[src/hdl/fpu_nan_wait_defines.svh]
// constants for the nan and wait-control unit
// Behaviour
// - log2 multiply returns y times log2 x
// - plus-one log returns y times log2(x+1)
// - exp2 minus one, defined for -1..+1
// - scale multiplies by integral power of two
// - transcendental error below 1 / 1.5 ulp
// - transcendental results monotonic in inputs
// - initialise returns all registers to defaults
// - control load, control/status store, status to gpr
// - environment and full state save and restore
// - sync check handles pending unmasked exceptions first
// - waiting instructions check exceptions before operating
// - non-waiting forms ignore pending exceptions
// - stack pointer step, register free, idle, clear
// - legacy opcodes do nothing at all; the unit still pulses done for them
// - classify nan by top fraction bit
// - quiet nans propagate, signalling raise invalid
// - masked invalid quietens nan, writes, sets flag
// - unmasked invalid faults, destination not written
// - two-nan selection by kind and significand
// - nan with real returns quietened nan
// - invalid without nan gives real indefinite
// - sticky flag and mask per exception, summary
// - pending unmasked exception traps next waiting op
`ifndef FPU_NAN_WAIT_DEFINES_SVH
`define FPU_NAN_WAIT_DEFINES_SVH
`define CW_RESET 16'h037F
`define SW_RESET 16'h0000
`define TAG_RESET 16'hFFFF
`define SW_IE 0
`define SW_ES 7
`define SW_TOP_LSB 11
`define EXC_BITS 6
`define FRAC_MSB 62
`define EXP_ALL_ONES 15'h7FFF
`define INDEFINITE 80'hFFFF_C000_0000_0000_0000
`define TAG_EMPTY 2'h3
`define TAG_VALID 2'h0
`define REG_COUNT 8
`endif

[src/hdl/fpu_nan_wait_pkg.sv]
// types for the nan and wait-control unit
package fpu_nan_wait_pkg;
   typedef enum logic [4:0] {
      op_none = 5'h00,
      log2_multiply_op = 5'h01,
      log2_plus_one_multiply_op = 5'h02,
      exp2_minus_one_op = 5'h03,
      power_of_two_multiply_op = 5'h04,
      arith_op = 5'h05,
      unit_initialise_op = 5'h06,
      control_word_load_op = 5'h07,
      control_word_store_op = 5'h08,
      status_word_store_op = 5'h09,
      exception_flag_clear_op = 5'h0A,
      environment_load_op = 5'h0B,
      environment_save_op = 5'h0C,
      full_state_restore_op = 5'h0D,
      full_state_save_op = 5'h0E,
      stack_pointer_increment_op = 5'h0F,
      stack_pointer_decrement_op = 5'h10,
      register_release_op = 5'h11,
      fp_idle_op = 5'h12,
      sync_check_op = 5'h13,
      legacy_opcode_a = 5'h14,
      legacy_opcode_b = 5'h15,
      legacy_opcode_c = 5'h16
   } op_e;
   typedef enum logic [1:0] {
      nan_none = 2'h0,
      nan_quiet = 2'h1,
      nan_signalling = 2'h3
   } nan_kind_e;
endpackage : fpu_nan_wait_pkg

[src/hdl/fpu_nan_wait_control.sv]
// nan propagation, exception gating and control-state unit
`timescale 1ns/1ps
`include "fpu_nan_wait_defines.svh"
module fpu_nan_wait_control (
   // clock and reset
   input wire logic mclk,
   input wire logic sys_rst,
   // instruction issue
   input wire logic op_valid,
   input wire fpu_nan_wait_pkg::op_e op_code,
   input wire logic op_no_wait,
   input wire logic [2:0] op_reg,
   input wire logic store_to_gpr,
   // operands and arithmetic core
   input wire logic [79:0] src_a,
   input wire logic [79:0] src_b,
   input wire logic src_b_used,
   input wire logic [79:0] core_result,
   input wire logic [5:0] core_exc,
   // memory image for loads
   input wire logic [15:0] mem_cw,
   input wire logic [15:0] mem_sw,
   input wire logic [15:0] mem_tag,
   // answers
   output logic done,
   output logic trap,
   output logic dest_we,
   output logic [79:0] dest_data,
   output logic mem_we,
   output logic gpr_we,
   output logic [15:0] store_word,
   output logic save_env,
   output logic save_regs,
   output logic load_regs,
   output logic [15:0] cw_out,
   output logic [15:0] sw_out,
   output logic [15:0] tag_out,
   output logic exception_summary_flag
);
   logic [15:0] cw_q, cw_d;
   logic [15:0] sw_q, sw_d;
   logic [15:0] tag_q, tag_d;
   logic done_q, trap_q, dest_we_q, mem_we_q, gpr_we_q;
   logic save_env_q, save_regs_q, load_regs_q;
   logic [79:0] dest_q;
   logic [15:0] store_q;

   function automatic fpu_nan_wait_pkg::nan_kind_e classify(input logic [79:0] v);
      // sign ignored; zero fraction with max exponent is infinity
      if (v[78:64] != `EXP_ALL_ONES || v[`FRAC_MSB:0] == 63'h0) begin
         classify = fpu_nan_wait_pkg::nan_none;
      end else if (v[`FRAC_MSB]) begin
         classify = fpu_nan_wait_pkg::nan_quiet;
      end else begin
         classify = fpu_nan_wait_pkg::nan_signalling;
      end
   endfunction : classify

   function automatic logic [79:0] quieten(input logic [79:0] v);
      quieten = v;
      quieten[`FRAC_MSB] = 1'b1;
   endfunction : quieten

   fpu_nan_wait_pkg::nan_kind_e kind_a, kind_b;
   wire is_arith = op_code inside {fpu_nan_wait_pkg::log2_multiply_op,
      fpu_nan_wait_pkg::log2_plus_one_multiply_op, fpu_nan_wait_pkg::exp2_minus_one_op,
      fpu_nan_wait_pkg::power_of_two_multiply_op, fpu_nan_wait_pkg::arith_op};
   wire is_legacy = op_code inside {fpu_nan_wait_pkg::legacy_opcode_a,
      fpu_nan_wait_pkg::legacy_opcode_b, fpu_nan_wait_pkg::legacy_opcode_c};
   assign kind_a = classify(src_a);
   assign kind_b = src_b_used ? classify(src_b) : fpu_nan_wait_pkg::nan_none;
   wire snan_in = kind_a == fpu_nan_wait_pkg::nan_signalling ||
      kind_b == fpu_nan_wait_pkg::nan_signalling;
   wire any_nan = kind_a != fpu_nan_wait_pkg::nan_none || kind_b != fpu_nan_wait_pkg::nan_none;
   wire a_larger = src_a[63:0] >= src_b[63:0];
   // nan result selection
   wire [79:0] nan_pick =
      (kind_b == fpu_nan_wait_pkg::nan_none) ? quieten(src_a) :
      (kind_a == fpu_nan_wait_pkg::nan_none) ? quieten(src_b) :
      (kind_a == fpu_nan_wait_pkg::nan_quiet && kind_b == fpu_nan_wait_pkg::nan_signalling)
         ? src_a :
      (kind_b == fpu_nan_wait_pkg::nan_quiet && kind_a == fpu_nan_wait_pkg::nan_signalling)
         ? src_b :
      (a_larger ? quieten(src_a) : quieten(src_b));
   // invalid raised by signalling nan or by the core itself
   wire [5:0] exc_raw = snan_in ? (core_exc | 6'h01) : (any_nan ? 6'h00 : core_exc);
   wire invalid_unmasked = exc_raw[`SW_IE] && !cw_q[`SW_IE];
   wire [79:0] arith_out = any_nan ? nan_pick :
      (exc_raw[`SW_IE] ? `INDEFINITE : core_result);
   // pending = sticky flags not masked
   wire pending = |(sw_q[`EXC_BITS-1:0] & ~cw_q[`EXC_BITS-1:0]);
   wire waits = op_valid && !op_no_wait && !is_legacy;
   wire take_trap = waits && pending;
   wire exec = op_valid && !take_trap;
   wire [2:0] top = sw_q[`SW_TOP_LSB+2:`SW_TOP_LSB];
   wire [2:0] rel_reg = 3'(top + op_reg);
   wire [5:0] new_flags = sw_q[`EXC_BITS-1:0] | exc_raw;
   wire [2:0] top_up = 3'(top + 3'h1);
   wire [2:0] top_down = 3'(top - 3'h1);
   // one decoded strobe per control form except idle and sync check, all qualified by exec
   wire do_init = exec && op_code == fpu_nan_wait_pkg::unit_initialise_op;
   wire do_cw_load = exec && op_code == fpu_nan_wait_pkg::control_word_load_op;
   wire do_env_load = exec && op_code == fpu_nan_wait_pkg::environment_load_op;
   wire do_restore = exec && op_code == fpu_nan_wait_pkg::full_state_restore_op;
   wire do_clear = exec && op_code == fpu_nan_wait_pkg::exception_flag_clear_op;
   wire do_inc = exec && op_code == fpu_nan_wait_pkg::stack_pointer_increment_op;
   wire do_dec = exec && op_code == fpu_nan_wait_pkg::stack_pointer_decrement_op;
   wire do_release = exec && op_code == fpu_nan_wait_pkg::register_release_op;
   wire do_arith = exec && is_arith;
   wire do_cw_store = exec && op_code == fpu_nan_wait_pkg::control_word_store_op;
   wire do_sw_store = exec && op_code == fpu_nan_wait_pkg::status_word_store_op;
   wire do_env_save = exec && op_code == fpu_nan_wait_pkg::environment_save_op;
   wire do_state_save = exec && op_code == fpu_nan_wait_pkg::full_state_save_op;
   wire load_env = do_env_load || do_restore;
   // next values of the one-cycle answer pulses
   wire dest_we_d = do_arith && !invalid_unmasked;
   wire mem_we_d = do_cw_store || (do_sw_store && !store_to_gpr);
   wire gpr_we_d = do_sw_store && store_to_gpr;
   wire save_env_d = do_env_save || do_state_save;
   wire [15:0] store_d = (op_code == fpu_nan_wait_pkg::control_word_store_op) ? cw_q : sw_q;

   // core computes log, exp and scale, this unit routes it
   always_comb begin
      cw_d = cw_q;
      if (do_init) begin
         cw_d = `CW_RESET;
      end else if (do_cw_load || load_env) begin
         cw_d = mem_cw;
      end
   end

   always_comb begin
      sw_d = sw_q;
      if (do_init) begin
         sw_d = `SW_RESET;
      end else if (load_env) begin
         sw_d = mem_sw;
      end else if (do_clear) begin
         sw_d[`EXC_BITS-1:0] = 6'h00;
         sw_d[`SW_ES] = 1'b0;
      end else if (do_inc) begin
         sw_d[`SW_TOP_LSB+2:`SW_TOP_LSB] = top_up;
      end else if (do_dec) begin
         sw_d[`SW_TOP_LSB+2:`SW_TOP_LSB] = top_down;
      end else if (do_arith) begin
         sw_d[`EXC_BITS-1:0] = new_flags;
         sw_d[`SW_ES] = |(new_flags & ~cw_q[`EXC_BITS-1:0]);
      end
   end

   always_comb begin
      tag_d = tag_q;
      if (do_init) begin
         tag_d = `TAG_RESET;
      end else if (load_env) begin
         tag_d = mem_tag;
      end else if (do_release) begin
         tag_d[{rel_reg, 1'b0} +: 2] = `TAG_EMPTY;
      end
   end

   always_ff @(posedge mclk or posedge sys_rst) begin
      if (sys_rst) begin
         cw_q <= `CW_RESET;
      end else begin
         cw_q <= cw_d;
      end
   end

   always_ff @(posedge mclk or posedge sys_rst) begin
      if (sys_rst) begin
         sw_q <= `SW_RESET;
      end else begin
         sw_q <= sw_d;
      end
   end

   always_ff @(posedge mclk or posedge sys_rst) begin
      if (sys_rst) begin
         tag_q <= `TAG_RESET;
      end else begin
         tag_q <= tag_d;
      end
   end

   // legacy forms still report done, with no state touched
   always_ff @(posedge mclk or posedge sys_rst) begin
      if (sys_rst) begin
         done_q <= 1'b0;
      end else begin
         done_q <= exec;
      end
   end

   always_ff @(posedge mclk or posedge sys_rst) begin
      if (sys_rst) begin
         trap_q <= 1'b0;
      end else begin
         trap_q <= take_trap;
      end
   end

   always_ff @(posedge mclk or posedge sys_rst) begin
      if (sys_rst) begin
         dest_we_q <= 1'b0;
      end else begin
         dest_we_q <= dest_we_d;
      end
   end

   always_ff @(posedge mclk or posedge sys_rst) begin
      if (sys_rst) begin
         dest_q <= 80'h0;
      end else begin
         dest_q <= arith_out;
      end
   end

   always_ff @(posedge mclk or posedge sys_rst) begin
      if (sys_rst) begin
         mem_we_q <= 1'b0;
      end else begin
         mem_we_q <= mem_we_d;
      end
   end

   always_ff @(posedge mclk or posedge sys_rst) begin
      if (sys_rst) begin
         gpr_we_q <= 1'b0;
      end else begin
         gpr_we_q <= gpr_we_d;
      end
   end

   // stores sample state before any update in the same cycle
   always_ff @(posedge mclk or posedge sys_rst) begin
      if (sys_rst) begin
         store_q <= 16'h0;
      end else begin
         store_q <= store_d;
      end
   end

   always_ff @(posedge mclk or posedge sys_rst) begin
      if (sys_rst) begin
         save_env_q <= 1'b0;
      end else begin
         save_env_q <= save_env_d;
      end
   end

   always_ff @(posedge mclk or posedge sys_rst) begin
      if (sys_rst) begin
         save_regs_q <= 1'b0;
      end else begin
         save_regs_q <= do_state_save;
      end
   end

   always_ff @(posedge mclk or posedge sys_rst) begin
      if (sys_rst) begin
         load_regs_q <= 1'b0;
      end else begin
         load_regs_q <= do_restore;
      end
   end

   assign done = done_q;
   assign trap = trap_q;
   assign dest_we = dest_we_q;
   assign dest_data = dest_q;
   assign mem_we = mem_we_q;
   assign gpr_we = gpr_we_q;
   assign store_word = store_q;
   assign save_env = save_env_q;
   assign save_regs = save_regs_q;
   assign load_regs = load_regs_q;
   assign cw_out = cw_q;
   assign sw_out = sw_q;
   assign tag_out = tag_q;
   assign exception_summary_flag = sw_q[`SW_ES];
endmodule : fpu_nan_wait_control

[config.mk]
export PLATFORM = sky130hd
export DESIGN_NAME = fpu_nan_wait_control
export DESIGN_NICKNAME = d
export VERILOG_FILES = /design/src/hdl/fpu_nan_wait_pkg.sv /design/src/hdl/fpu_nan_wait_control.sv
export VERILOG_INCLUDE_DIRS = /design/src /design/src/hdl
export SDC_FILE = /design/constraint.sdc
export NUM_CORES = 1
export LEC_CHECK = 0
export BUFFER_PORTS_ARGS = -buffer_cell sky130_fd_sc_hd__buf_2
export CORE_AREA = 5 5 177 179
export DETAILED_ROUTE_END_ITERATION = 7
export DIE_AREA = 0 0 182 184
export PLACE_DENSITY = 0.6
export RECOVER_POWER = 100
export SYNTH_ARGS = -nofsm -noshare
export SYNTH_HDL_FRONTEND = slang
export SYNTH_SLANG_ARGS = --single-unit
[constraint.sdc]
create_clock -name mclk -period 4.4 [get_ports mclk]
set_input_delay 0 -clock mclk [delete_from_list [all_inputs] [get_ports mclk]]
set_output_delay 0 -clock mclk [all_outputs]
set_load 0.02 [all_outputs]
==> implementation parameters <==
Parameter                              Value

Logic synthesis
  Mean instance size in the synthesized netlist    9.29 um^2
  Number of instances in the synthesized netlist    974
  Post-synthesis register bit count    152
  Post-Syn Nets    1351
  Number of enable flip-flop cells after synthesis    0
  Number of warnings issued by yosys    0
  Main synth FF type    dfrtp_1
  Combined area of all synthesized cells    9040 um^2
  Asr flop ratio synth    100%
  Distinct cells, synth    69
  Part of the Yosys area used for sequential elements    42.4%

Finish
  Post-layout net count    2005
  Fraction of final layout cells with drive strength greater than 1    24.9%
  Cell area after layout    14200 um^2
  Multi-input logic area    4460 um^2
  Top library cells by usage in the layout, fill and taps aside    buf_2 (305), dlygate4sd3_1 (201), clkbuf_1 (157)
  Area Growth Syn to Fin    56.7%
  FF+latch area    3830 um^2
  Commonest non-fill, non-tap cell in the layout    buf_2
  Number of fillers in the final layout    2856
  Share of the core filled with cells    48.2%

STA
  Total negative slack for setup checks    0 ns
  Max-slew headroom    -35.4%
  Number of endpoints failing setup at the final stage    0
  Worst hold slack after final layout    0.0250 ns
  Worst Max-Slew Pin Slew    2.03 ns
  Worst clock skew    0.00711 ns
  Fmax    258 MHz
  Setup WS post-layout    0.526 ns
  Final min period    3.87 ns
  Hold Vio Cnt, Final    0
  Crit share post-route    88.1%
  Total count of max-transition violations in the final report    140
  Setup repair after global routing missed its margin    no

Placement
  Final weighted congestion in routability-driven placement    0.907
  Post-DP HPWL    33100 um
  Port Buf Inserts    460
  Worst-case setup slack after placement    0.821 ns
  Instance area at placement    11800 um^2

Clocking
  Later-pin clock latency in the skew report    0.42 ns
  Max Buffers Root-to-Sink    2
  Total number of clock tree sinks    152
  H-tree depth    4
  Total CTS buffers    17
  Clock-pin slew on the worst setup and hold paths    0.07 ns
  Count of buffers added by post-CTS timing repair for setup    0
  CTS tree    yes
  Root buffer cell    clkbuf_16

Critical path
  Req. time, crit path    4.76 ns
  Largest driver fanout on the critical path    21
  Arrival time of data at the critical path endpoint    4.23 ns
  Reg-to-Reg Start    cw_out[3]
  Classification of the worst setup path    reg -> reg
  Endpoint kind of the worst setup timing path    flop
  Critical path launch point    cw_out[3]
  Kind of start point of the critical path    flop

Status
  Violated checks    capacitance limit, slew limit
  Result of the run    complete, but fails checks

Worst hold path
  Path type of the worst min-delay path    in -> reg
  Min-delay src    mem_sw[13]

Route
  Total via count in the routed design    10369
  DRC violations left    0
  Number of detailed-routing iterations run before antenna repair    7
  Violation count after the first detailed-routing iteration    573
  Wire per inst    20.9 um
  Post-DRT Antenna Nets    0
  Final wirelength    42400 um
  Via density per instance    5.10

Die
  Die outline width    182 um
  Die outline height    184 um
  Row Count    63
  Standard cell core area    29400 um^2
  Die Area    33500 um^2
  Number of top-level design ports    461
  Initial cell density of the core    30.8%

GRT
  Maximum number of pins on one net before global-route repair    140
  Vias in the first global route    10830
  Global-route wire length before repair    63100 um
  Overflow after GRT    0
  GRT Resource Usage Total    24.4%
  Antenna violations before repair    3

Pwr
  Total leakage power    6.83 nW
  Maximum ir drop on the vdd rail    0.257 mV
  Pwr/cell area    353 nW/um^2

Run
  Number of maximum-capacitance violations    1
[critical path: stages (launching register included)]
cell and delay, ns:
dfstp_1 0.54, inv_1 0.10, a22o_1 0.28, o31ai_1 0.24
clkbuf_1 0.47, and3_1 0.24, clkbuf_1 0.84, a221oi_1 0.23
a211oi_1 0.27, dlygate4sd3_1 0.59
[final timing paths]
check	endpoint	slack (ns)	cells past startpoint
setup / recovery	sw_out[5]	0.53	9
hold / removal	sw_out[13]	0.02	3
setup reg to reg	sw_out[5]	0.53	9
hold reg to reg	tag_out[8]	0.52	1
max in group asynchronous	dest_data[42]	1.24	5
min in group asynchronous	store_word[9]	0.73	4
[per-layer routing]
| layer | vias up | routed length (um) | track usage, % |
|---|---|---|---|
| li1 | 4842 | - | - |
| met1 | 4978 | 16200 | 27.9 |
| met2 | 472 | 21700 | 44.0 |
| met3 | 75 | 3340 | 6.65 |
| met4 | 2 | 1260 | 8.62 |
| met5 | - | 7 | 0 |
[cells in the mapped netlist (11+ instances only)]
library cell,count,area share (%)
nand4_1,30,2.1
o21ai_0,65,3.6
nor4_1,33,2.3
o211ai_1,37,3.1
a22o_1,15,1.5
or3_1,21,1.5
mux2_2,14,1.7
dfstp_2,25,7.3
o221ai_1,21,2.0
nand2_1,101,4.2
nor2_1,40,1.7
inv_1,145,6.0
ha_1,67,9.3
dfrtp_1,127,35
clkbuf_1,29,1.2
nand3_1,11,0.61
a21oi_1,41,2.3
[power by group]
group | internal [mW] | switching [mW]
combinational | 0.650 | 0.968
sequential | 1.70 | 0.165
clock | 0.770 | 0.743
total | 3.12 | 1.88
[cell type report]
class | count | share of cell area, %
multi-input combinational | 636 | 31.5
timing repair buffer | 676 | 29.9
sequential | 152 | 27.1
inverter | 145 | 3.85
tap | 390 | 3.44
clock buffer | 17 | 3.00
clock inverter | 15 | 1.23
antenna | 2 | 0.0353
[what timing repair did]
| item | 4_1_cts | 5_1_grt |
|---|---|---|
| resized for setup | 0 | 0 |
| hold endpoints to repair | 263 | 0 |
| hold buffers | 201 | 0 |
[state kept, by name, summed over array words and instances, names as in the netlist]
name,cells
dest_we,1
gpr_we,1
tag_out,16
sw_out,16
store_word,16
load_regs,1
save_env,1
save_regs,1
mem_we,1
cw_out,16
done,1
dest_data,80
trap,1
[stage by stage]
| stage | power [mW] | instances |
|---|---|---|
| 2_1_floorplan | 2.77 | 974 |
| 3_3_place_gp | 3.41 | 1798 |
| 3_5_place_dp | 3.43 | 1798 |
| 4_1_cts | 5.11 | 2031 |
| 5_1_grt | 5.27 | 2033 |
| 6_report | 5.00 | 2033 |
[logic make-up (layout without fill, tap and decap cells)]
group / Yosys count / in the layout / synth area share (%)
DFF: 152 / 152 / 42.4
muxes: 15 / 15 / 1.85
and+or+nand+nor: 285 / 285 / 16.3
adders and majority gates: 69 / 69 / 9.71
other: 0 / 2 / 0
buffers and inverters: 186 / 853 / 8.12
AOI/OAI and AO/OA: 265 / 265 / 21.4
xor gates and xnor gates: 2 / 2 / 0.194
Note: power is estimated with default switching activity, not from simulation.
